## src/core/dpf_regs.svh

```systemverilog
`ifndef DPF_REGS_SVH
`define DPF_REGS_SVH
// APB byte offsets
`define DPF_OFS_OUT_CFG   8'h00
`define DPF_OFS_GP_OUT    8'h04
`define DPF_OFS_IN_CFG    8'h08
`define DPF_OFS_IN_STATE  8'h0c
`define DPF_OFS_EVT_STAT  8'h10
`define DPF_OFS_EVT_MASK  8'h14
// Reset values
`define DPF_RST_OUT_CFG   8'h00
`define DPF_RST_GP_OUT    8'hff
`define DPF_RST_IN_CFG    7'h00
`define DPF_RST_EVT       3'h0
// Field positions
`define DPF_EVT_CTS_A     0
`define DPF_EVT_CTS_B     1
`define DPF_EVT_HOST      2
`define DPF_IN_STYLE_BIT  7
`endif

```

## src/core/dpf_pkg.sv

```systemverilog
package dpf_pkg;
  typedef enum logic [1:0] {
    OP2_GP = 2'h0, OP2_TXA16 = 2'h1, OP2_TXA1 = 2'h2, OP2_RXA1 = 2'h3
  } dpf_op2Sel_t;
  typedef enum logic [1:0] {
    OP3_GP = 2'h0, OP3_CT = 2'h1, OP3_TXB1 = 2'h2, OP3_RXB1 = 2'h3
  } dpf_op3Sel_t;
  typedef enum logic [2:0] {
    HS_IDLE = 3'h1, HS_XFER = 3'h2, HS_HOLD = 3'h4
  } dpf_hostSt_t;
  typedef struct packed {
    logic op7Irq; logic op6Irq; logic op5Irq; logic op4Irq;
    dpf_op3Sel_t op3; dpf_op2Sel_t op2;
  } dpf_outCfg_t;
  typedef struct packed {
    logic rxExtB; logic txExtB; logic rxExtA; logic txExtA;
    logic ctExt; logic ctsB; logic ctsA;
  } dpf_inCfg_t;
  typedef struct packed {
    logic style; logic chip_enable_n; logic rw; logic [3:0] addr;
    logic [7:0] data; logic [6:0] mIn;
  } dpf_pinIn_t;
  typedef struct packed {
    logic txClkA16; logic txClkA1; logic rxClkA1;
    logic txClkB1; logic rxClkB1; logic ctOut; logic [7:0] interrupt_status_bits;
  } dpf_devSig_t;
  typedef struct packed {
    logic ctsA_n; logic ctsB_n; logic ctTick;
    logic txShiftA; logic rxSampleA; logic txShiftB; logic rxSampleB;
    logic [6:0] gpIn;
  } dpf_chanCtl_t;
  typedef struct packed {
    logic valid; logic write; logic [3:0] addr; logic [7:0] wdata;
  } dpf_hostReq_t;
  typedef struct packed {
    dpf_pinIn_t s1; dpf_pinIn_t s2; logic [6:0] prevIn;
    dpf_outCfg_t ocfg; logic [7:0] gp; dpf_inCfg_t icfg;
    logic [2:0] evt; logic [2:0] mask; logic [31:0] prdata;
    logic [7:2] mOut; logic [7:2] mOe_n; dpf_chanCtl_t chan;
    dpf_hostReq_t req; dpf_hostSt_t hs;
    logic [7:0] dOut; logic dOe_n; logic ackOut; logic ackOe_n;
  } dpf_state_t;
endpackage

```

## src/core/dpf_pin_assign.sv

```systemverilog
`timescale 1ns/100ps
`default_nettype none
`include "dpf_regs.svh"
module dpf_pin_assign
  import dpf_pkg::*;
(
  // Clock and reset
  input  wire logic         mclk,
  input  wire logic         rst,
  // APB register port
  input  wire logic         psel,
  input  wire logic         penable,
  input  wire logic         pwrite,
  input  wire logic [7:0]   paddr,
  input  wire logic [31:0]  pwdata,
  output logic [31:0]       prdata,
  output logic              pready,
  output logic              pslverr,
  output logic              irq,
  // Host bus pins
  input  wire logic         busStyle,
  input  wire logic         chipEnable_n,
  input  wire logic         readWriteLine,
  input  wire logic [3:0]   registerSelect,
  input  wire logic [7:0]   hostDataIn,
  output logic [7:0]        hostDataOut,
  output logic              hostDataOe_n,
  output logic              transferAck_n,
  output logic              transferAckOe_n,
  // Multipurpose pins
  input  wire logic [6:0]   multiIn,
  output logic [7:2]        multiOutVal,
  output logic [7:2]        multiOutOe_n,
  // Device core side
  input  wire dpf_devSig_t  devSig,
  input  wire logic [7:0]   hostRdata,
  output dpf_chanCtl_t      chanCtl,
  output dpf_hostReq_t      hostReq
);

  dpf_state_t st_ff;
  dpf_state_t nxt_st;
  dpf_pinIn_t pinNow;
  logic       apbSetup;
  logic       apbAccess;
  logic       apbHit;
  logic [31:0] rdMux;
  logic [2:0] evtSet;
  logic [2:0] evtClr;
  logic [3:0] irqEn;
  logic [3:0] irqBit;
  logic       fallTxA;
  logic       fallTxB;
  logic       riseRxA;
  logic       riseRxB;
  logic       riseCt;

  // Every pin input enters through the two-stage synchroniser
  assign pinNow = '{style: busStyle, chip_enable_n: chipEnable_n,
                    rw: readWriteLine, addr: registerSelect,
                    data: hostDataIn, mIn: multiIn};

  // APB decode; access completes in one cycle
  assign apbSetup  = psel & ~penable;
  assign apbAccess = psel & penable;
  assign pready    = 1'b1;
  always_comb begin
    apbHit = 1'b1;
    rdMux  = 32'h0000_0000;
    unique case (paddr)
      `DPF_OFS_OUT_CFG:  rdMux[7:0] = st_ff.ocfg;
      `DPF_OFS_GP_OUT:   rdMux[7:0] = st_ff.gp;
      `DPF_OFS_IN_CFG:   rdMux[6:0] = st_ff.icfg;
      `DPF_OFS_IN_STATE: begin
        rdMux[6:0] = st_ff.s2.mIn;
        rdMux[`DPF_IN_STYLE_BIT] = st_ff.s2.style;
      end
      `DPF_OFS_EVT_STAT: rdMux[2:0] = st_ff.evt;
      `DPF_OFS_EVT_MASK: rdMux[2:0] = st_ff.mask;
      default:           apbHit = 1'b0;
    endcase
  end
  assign pslverr = apbAccess & ~apbHit;

  // Edge detection uses only the second stage and its delayed copy
  assign fallTxA = st_ff.prevIn[3] & ~st_ff.s2.mIn[3];
  assign riseRxA = ~st_ff.prevIn[4] & st_ff.s2.mIn[4];
  assign fallTxB = st_ff.prevIn[5] & ~st_ff.s2.mIn[5];
  assign riseRxB = ~st_ff.prevIn[6] & st_ff.s2.mIn[6];
  assign riseCt  = ~st_ff.prevIn[2] & st_ff.s2.mIn[2];

  // Events; a CTS change only counts while the input serves as CTS
  always_comb begin
    evtSet = 3'h0;
    evtSet[`DPF_EVT_CTS_A] = st_ff.icfg.ctsA &
                             (st_ff.prevIn[0] ^ st_ff.s2.mIn[0]);
    evtSet[`DPF_EVT_CTS_B] = st_ff.icfg.ctsB &
                             (st_ff.prevIn[1] ^ st_ff.s2.mIn[1]);
    evtSet[`DPF_EVT_HOST]  = (st_ff.hs == HS_XFER);
    evtClr = 3'h0;
    if (apbAccess && pwrite && paddr == `DPF_OFS_EVT_STAT) begin
      evtClr = pwdata[2:0];
    end
  end

  // Interrupt pin sources for outputs four to seven
  assign irqEn  = {st_ff.ocfg.op7Irq, st_ff.ocfg.op6Irq,
                   st_ff.ocfg.op5Irq, st_ff.ocfg.op4Irq};
  assign irqBit = {devSig.interrupt_status_bits[4], devSig.interrupt_status_bits[0],
                   devSig.interrupt_status_bits[5], devSig.interrupt_status_bits[1]};

  // Next state of the whole block
  always_comb begin
    nxt_st = st_ff;
    nxt_st.s1     = pinNow;
    nxt_st.s2     = st_ff.s1;
    nxt_st.prevIn = st_ff.s2.mIn;
    // Set beats a clear arriving in the same cycle
    nxt_st.evt = (st_ff.evt & ~evtClr) | evtSet;

    // Register writes and read data capture
    if (apbSetup) begin
      nxt_st.prdata = rdMux;
    end
    if (apbAccess && pwrite) begin
      unique case (paddr)
        `DPF_OFS_OUT_CFG:  nxt_st.ocfg = dpf_outCfg_t'(pwdata[7:0]);
        `DPF_OFS_GP_OUT:   nxt_st.gp = pwdata[7:0];
        `DPF_OFS_IN_CFG:   nxt_st.icfg = dpf_inCfg_t'(pwdata[6:0]);
        `DPF_OFS_EVT_MASK: nxt_st.mask = pwdata[2:0];
        default: ;
      endcase
    end

    // Second output is always push-pull
    nxt_st.mOe_n[2] = 1'b0;
    unique case (st_ff.ocfg.op2)
      OP2_GP:    nxt_st.mOut[2] = st_ff.gp[2];
      OP2_TXA16: nxt_st.mOut[2] = devSig.txClkA16;
      OP2_TXA1:  nxt_st.mOut[2] = devSig.txClkA1;
      OP2_RXA1:  nxt_st.mOut[2] = devSig.rxClkA1;
    endcase

    // Timer function pulls low only; the pin floats otherwise
    nxt_st.mOe_n[3] = 1'b0;
    unique case (st_ff.ocfg.op3)
      OP3_GP:   nxt_st.mOut[3] = st_ff.gp[3];
      OP3_CT: begin
        nxt_st.mOut[3]  = 1'b0;
        nxt_st.mOe_n[3] = ~devSig.ctOut;
      end
      OP3_TXB1: nxt_st.mOut[3] = devSig.txClkB1;
      OP3_RXB1: nxt_st.mOut[3] = devSig.rxClkB1;
    endcase

    // Interrupt pins: open-drain low while the status bit is set
    for (int i = 0; i < 4; i++) begin
      if (irqEn[i]) begin
        nxt_st.mOut[i+4]  = 1'b0;
        nxt_st.mOe_n[i+4] = ~irqBit[i];
      end else begin
        nxt_st.mOut[i+4]  = st_ff.gp[i+4];
        nxt_st.mOe_n[i+4] = 1'b0;
      end
    end

    // Input functions; unused CTS reads as asserted
    nxt_st.chan.gpIn     = st_ff.s2.mIn;
    nxt_st.chan.ctsA_n   = st_ff.icfg.ctsA ? st_ff.s2.mIn[0] : 1'b0;
    nxt_st.chan.ctsB_n   = st_ff.icfg.ctsB ? st_ff.s2.mIn[1] : 1'b0;
    nxt_st.chan.ctTick   = st_ff.icfg.ctExt & riseCt;
    nxt_st.chan.txShiftA = st_ff.icfg.txExtA & fallTxA;
    nxt_st.chan.txShiftB = st_ff.icfg.txExtB & fallTxB;
    nxt_st.chan.rxSampleA = st_ff.icfg.rxExtA & riseRxA;
    nxt_st.chan.rxSampleB = st_ff.icfg.rxExtB & riseRxB;

    // Host port; the request strobe lasts one cycle
    nxt_st.req.valid = 1'b0;
    unique case (st_ff.hs)
      HS_IDLE: begin
        nxt_st.dOe_n   = 1'b1;
        nxt_st.ackOe_n = 1'b1;
        nxt_st.ackOut  = 1'b1;
        // Only the read/write-line flavour is served here
        if (!st_ff.s2.chip_enable_n && !st_ff.s2.style) begin
          nxt_st.req.valid = 1'b1;
          nxt_st.req.write = ~st_ff.s2.rw;
          nxt_st.req.addr  = st_ff.s2.addr;
          nxt_st.req.wdata = st_ff.s2.data;
          nxt_st.hs = HS_XFER;
        end
      end
      HS_XFER: begin
        // Core answers a read in the same cycle as the strobe
        nxt_st.dOut    = hostRdata;
        nxt_st.dOe_n   = st_ff.req.write;
        nxt_st.ackOut  = 1'b0;
        nxt_st.ackOe_n = 1'b0;
        nxt_st.hs = HS_HOLD;
      end
      HS_HOLD: begin
        if (st_ff.s2.chip_enable_n) begin
          nxt_st.dOe_n   = 1'b1;
          nxt_st.ackOut  = 1'b1;
          nxt_st.ackOe_n = 1'b1;
          nxt_st.hs = HS_IDLE;
        end
      end
      default: nxt_st.hs = HS_IDLE;
    endcase
  end

  // Single state register; pins come up high and bus released
  always_ff @(posedge mclk or posedge rst) begin
    if (rst) begin
      st_ff <= '0;
      st_ff.s1.chip_enable_n   <= 1'b1;
      st_ff.s2.chip_enable_n   <= 1'b1;
      st_ff.ocfg     <= dpf_outCfg_t'(`DPF_RST_OUT_CFG);
      st_ff.gp       <= `DPF_RST_GP_OUT;
      st_ff.icfg     <= dpf_inCfg_t'(`DPF_RST_IN_CFG);
      st_ff.evt      <= `DPF_RST_EVT;
      st_ff.mask     <= `DPF_RST_EVT;
      st_ff.mOut     <= 6'h3f;
      st_ff.hs       <= HS_IDLE;
      st_ff.dOe_n    <= 1'b1;
      st_ff.ackOut   <= 1'b1;
      st_ff.ackOe_n  <= 1'b1;
    end else begin
      st_ff <= nxt_st;
    end
  end

  // Outputs from the state register; irq ORs the unmasked event bits
  assign prdata          = st_ff.prdata;
  assign irq             = |(st_ff.evt & st_ff.mask);
  assign hostDataOut     = st_ff.dOut;
  assign hostDataOe_n    = st_ff.dOe_n;
  assign transferAck_n   = st_ff.ackOut;
  assign transferAckOe_n = st_ff.ackOe_n;
  assign multiOutVal     = st_ff.mOut;
  assign multiOutOe_n    = st_ff.mOe_n;
  assign chanCtl         = st_ff.chan;
  assign hostReq         = st_ff.req;
endmodule
`default_nettype wire

```

## config.mk

```make
export PLATFORM = sky130hd
export DESIGN_NAME = dpf_pin_assign
export DESIGN_NICKNAME = d
export VERILOG_FILES = /design/src/core/dpf_pkg.sv /design/src/core/dpf_pin_assign.sv
export VERILOG_INCLUDE_DIRS = /design/src /design/src/core
export SDC_FILE = /design/constraint.sdc
export NUM_CORES = 1
export LEC_CHECK = 0
export ABC_AREA = 1
export BUFFER_PORTS_ARGS = -buffer_cell sky130_fd_sc_hd__clkbuf_2
export CORE_ASPECT_RATIO = 0.5
export CORE_UTILIZATION = 55
export DETAILED_ROUTE_END_ITERATION = 8
export GPL_TIMING_DRIVEN = 0
export PLACE_DENSITY = 0.9
export RECOVER_POWER = 25
export SLEW_MARGIN = 20
export SYNTH_ARGS = -nofsm -noshare
export SYNTH_HDL_FRONTEND = slang
export SYNTH_SLANG_ARGS = --single-unit
```

## constraint.sdc

```tcl
create_clock -name mclk -period 10.2 [get_ports mclk]
set_input_delay 1.53 -clock mclk [delete_from_list [all_inputs] [get_ports mclk]]
set_output_delay 1.53 -clock mclk [all_outputs]
set_load 0.02 [all_outputs]
```

==> results list <==
- In this run the critical register-to-register path is captured at hostReq[6]$_DFFE_PP0P_.
- The filler cells instantiated in the layout total 668.
* Worst Tran Pin Value: 1.84 ns
- Row generation in the floorplan step produced 25 rows.
* Area growth, synth to finish: 26.4%
* Number of nets in the final layout: 809
- The first global-routing pass estimated 18.4 mm of wire.
- The worst register-to-register path begins at st_ff[11]$_DFFE_PP1P_.
- Worst hold-check path type: register to register
* Ordered list of cells on the worst path: clkbuf_2, inv_2, nand2_2, nor2_4, nand2_1, nand2_1, a211oi_1, clkbuf_2
* Buffers added on ports: 120
- Peak per-stage delay on the critical path: 0.22 ns
- Entering global routing, the biggest net connects 92 pins.
- Violations in the final reports: max-capacitance violations, max-slew violations
* Area share of the largest cell type after synthesis: 0.514
- After the first detailed-routing iteration, the DRC count stood at 365.
- Worst min-delay path startpoint: nxt_st[128]$_DFF_PP0_
- Setup TNS: 0 ns
- Number of flip-flops and latches in the synthesized netlist: 133
- Number of global-route vias before repair: 4036
* Num CTS Buffers: 17
- The clock passes through at most 2 buffers.
- STA classifies the critical path startpoint as an input pin.
* Cell type group with the largest total delay on the critical path: simple AND/OR/NAND/NOR gates
* Detailed Routing Iterations Pass 1: 5
* Destination of the worst hold path: nxt_st[34]$_DFF_PP0_
- The count of nets left with antenna violations once routing finished came out at 0.
* Pins Over Slew Limit: 43
- Worst-path cell with the longest stage delay: sky130_fd_sc_hd__a211oi_1
- Leakage component of the power: 3.92 nW
- Final Critical Period: 4.09 ns
- The number of antenna violations at the first check in global routing was 0.
* Total power consumption of the routed design: 1.51 mW
- Leading post-synthesis cells by cell area: sky130_fd_sc_hd__dfrtp_1 (51%), sky130_fd_sc_hd__buf_4 (11%), sky130_fd_sc_hd__nand2_1 (9.4%)
- For the worst setup path, the data arrival time is 2.56 ns.
- Setup repair after global routing left no endpoint under its margin.
* Die X: 144 µm
- For this run, the leading register cell type out of synthesis is sky130_fd_sc_hd__dfrtp_1.
- Number of cell instances on the worst register-to-register path: 8
- Ratio of routed vias to standard cells: 4.82
- Setup CP Type: input pin to primary output
* Fraction of layout cells with a size suffix above 1: 0.394
- Global routing finished with a remaining overflow of 0.
- Counting every instance in the synthesized netlist gives 556.
- Most instantiated cells after synthesis: sky130_fd_sc_hd__nand2_1 (139), sky130_fd_sc_hd__dfrtp_1 (114), sky130_fd_sc_hd__buf_4 (84)
- Hold_buf cts: 0
- The Yosys step of the flow raised 0 warnings.
- Number of failing hold endpoints at the final stage: 0
- Result of the run: finished, violations left
- Last weighted congestion value of the routability-driven placer: 0.902
* Final setup violation count: 0
- Wirelength, routed: 11.6 mm
- The H-tree was split into 4 levels.
* Maximum vdd drop: 0.129 mV
- Based on the critical path, the design can be clocked at up to 0.244 GHz.
- Once the clock tree was built, the resizer swapped 0 gates to a different size.
- Number of stages on the worst hold path: 0
- Endpoint type of the worst setup path: primary output
- CTS tree: built
- Cell type with the largest total area after synthesis: sky130_fd_sc_hd__dfrtp_1
- After clock tree synthesis, the clock-pin slew on the worst setup and hold paths is 0.06 ns.
- The count of cells in the finished layout, fillers not included, comes to 868.
* Wirelength per Cell: 13.3 µm
- Worst clock skew on the final layout: 0.00595 ns
- Reported max-cap violation count: 1
- After synthesis, the mean cell area works out to 9.98 µm².
- # diodes: 0
- Total GRT Usage: 0.237
- Pin placement for this block handled 175 I/O pins.
- The initial utilization of the core area, before any placement, comes to 0.576.
* Share of synthesized flip-flops with an asynchronous set or reset: 1.00
- For this run, the register share of the synthesized area comes to 0.604.
- Along the worst path, the maximum fanout reaches 6.
- Area of the core: 0.00963 mm²
* Die Footprint: 0.0105 mm²
- After detailed routing, the number of remaining DRC violations is 0.
- Placement Cell Area: 0.00644 mm²
- In this run the cell area of the synthesized design comes to 0.00555 mm².
- The number of buffers and inverters on the critical path is 3.
- Count of vias placed by the detailed router: 4180
- In this run, synthesis inferred 0 flip-flops with an integrated enable.
- Including well taps, the total number of placed cells is 836.
- Hold timing on the final database bottoms out at a slack of 0.344 ns.
- Reg-to-reg setup timing slack: 8.60 ns
- Clock sink count: 133
* Root buffer cell: sky130_fd_sc_hd__clkbuf_16
- Power density over the cells: 216 mW/mm²
- Post-CTS Setup Bufs: 0
- Sum of net half-perimeters after detailed placement: 7.95 mm
- Share of the clock period used by the worst path after layout: 0.401
* Most numerous cell in the Yosys netlist: sky130_fd_sc_hd__nand2_1
* Rel. slew slack: -0.234
* Clk_lat worst skew: 0.41 ns
- Post-synthesis cell type count: 29
* Cell area after layout: 0.00701 mm²
- The floorplan step set the die height to 73.0 µm.
* Data required time at the worst endpoint: 8.67 ns
-- how the worst max path moves through the flow --
stage                         from                     to  slack, ns  cells after the start
after floorplan                rst   chanCtl[0]$_DFF_PP0_       5.15                      1
after global placement         rst  nxt_st[122]$_DFF_PP0_       3.86                      2
after detailed placement  paddr[1]                pslverr       6.15                      8
after CTS                 paddr[1]                pslverr       6.15                      8
after global routing      paddr[0]                pslverr       6.04                      8
final                     paddr[0]                pslverr       6.11                      8
-- power breakdown --
group	total, mW	internal [mW]	switching [mW]
sequential	0.627	0.594	0.0330
clock	0.589	0.361	0.228
combinational	0.299	0.131	0.168
-- area by class of cell --
type / count / area (µm²) / area share
inverter: 46 / 176 / 0.0252
buffer: 90 / 679 / 0.0969
clock buffer: 17 / 425 / 0.0606
sequential: 133 / 3350 / 0.478
timing repair buffer: 121 / 626 / 0.0892
clock inverter: 15 / 158 / 0.0225
multi-input combinational: 311 / 1430 / 0.204
tap: 135 / 169 / 0.0241
-- registers in the layout, indices dropped and copies added, names as in the netlist --
signal / count
multiOutVal: 6
transferAckOe_n: 1
irqEn: 4
st_ff: 43
prdata: 8
chanCtl: 14
hostReq: 14
multiOutOe_n: 5
hostDataOut: 8
nxt_st: 29
hostDataOe_n: 1
-- kinds of logic after synthesis --
| family | count (synthesis) | share of synthesized area |
|---|---|---|
| simple gates | 229 | 0.181 |
| buf+inv | 136 | 0.154 |
| flops | 133 | 0.604 |
| compound gates | 56 | 0.0593 |
| other cells | 2 | 0.00135 |
-- routing by layer --
metal | share of wire | vias to the layer above | track usage
met5 | 0 | - | 0
met2 | 0.49 | 207 | 0.390
met4 | 0.028 | 0 | 0.125
met1 | 0.41 | 1973 | 0.281
met3 | 0.077 | 40 | 0.0761
li1 | - | 1960 | -
-- cells in the final DEF, fill, tap and decap left out, types with 2 or more instances in the layout --
cell type,n
sky130_fd_sc_hd__nand2_4,3
sky130_fd_sc_hd__nand3_1,25
sky130_fd_sc_hd__inv_1,41
sky130_fd_sc_hd__nor2_4,4
sky130_fd_sc_hd__a21oi_2,7
sky130_fd_sc_hd__inv_6,2
sky130_fd_sc_hd__bufinv_16,2
sky130_fd_sc_hd__buf_6,2
sky130_fd_sc_hd__nor2_8,2
sky130_fd_sc_hd__dfrtp_1,114
sky130_fd_sc_hd__clkinv_4,4
sky130_fd_sc_hd__a21oi_1,8
sky130_fd_sc_hd__clkinv_2,3
sky130_fd_sc_hd__nor2_2,5
sky130_fd_sc_hd__buf_4,84
sky130_fd_sc_hd__clkinvlp_4,4
sky130_fd_sc_hd__nand2_1,139
sky130_fd_sc_hd__clkbuf_2,118
sky130_fd_sc_hd__o21ai_0,30
sky130_fd_sc_hd__nor3_1,3
sky130_fd_sc_hd__inv_2,2
sky130_fd_sc_hd__o21ai_2,3
sky130_fd_sc_hd__a211oi_1,2
sky130_fd_sc_hd__nor2_1,44
sky130_fd_sc_hd__conb_1,26
sky130_fd_sc_hd__clkbuf_16,17
sky130_fd_sc_hd__dfstp_2,19
sky130_fd_sc_hd__clkbuf_1,5
sky130_fd_sc_hd__o21ai_1,4
sky130_fd_sc_hd__nand2_2,4
-- per-stage QoR --
stage               setup slack (ns)   util
global placement                3.86  0.665
floorplan                       5.15      -
global route                    6.04  0.728
finish                          6.11  0.728
detailed placement              6.15  0.669
CTS                             6.15  0.729
-- worst reg2reg max path, delay by kind of cell (launching register included) --
family                 cells  cell delay [ns]
DFF                        1             0.53
buffers and inverters      3             0.43
and+or+nand+nor            5             0.53
No activity file was read; power rests on OpenSTA's default activity.
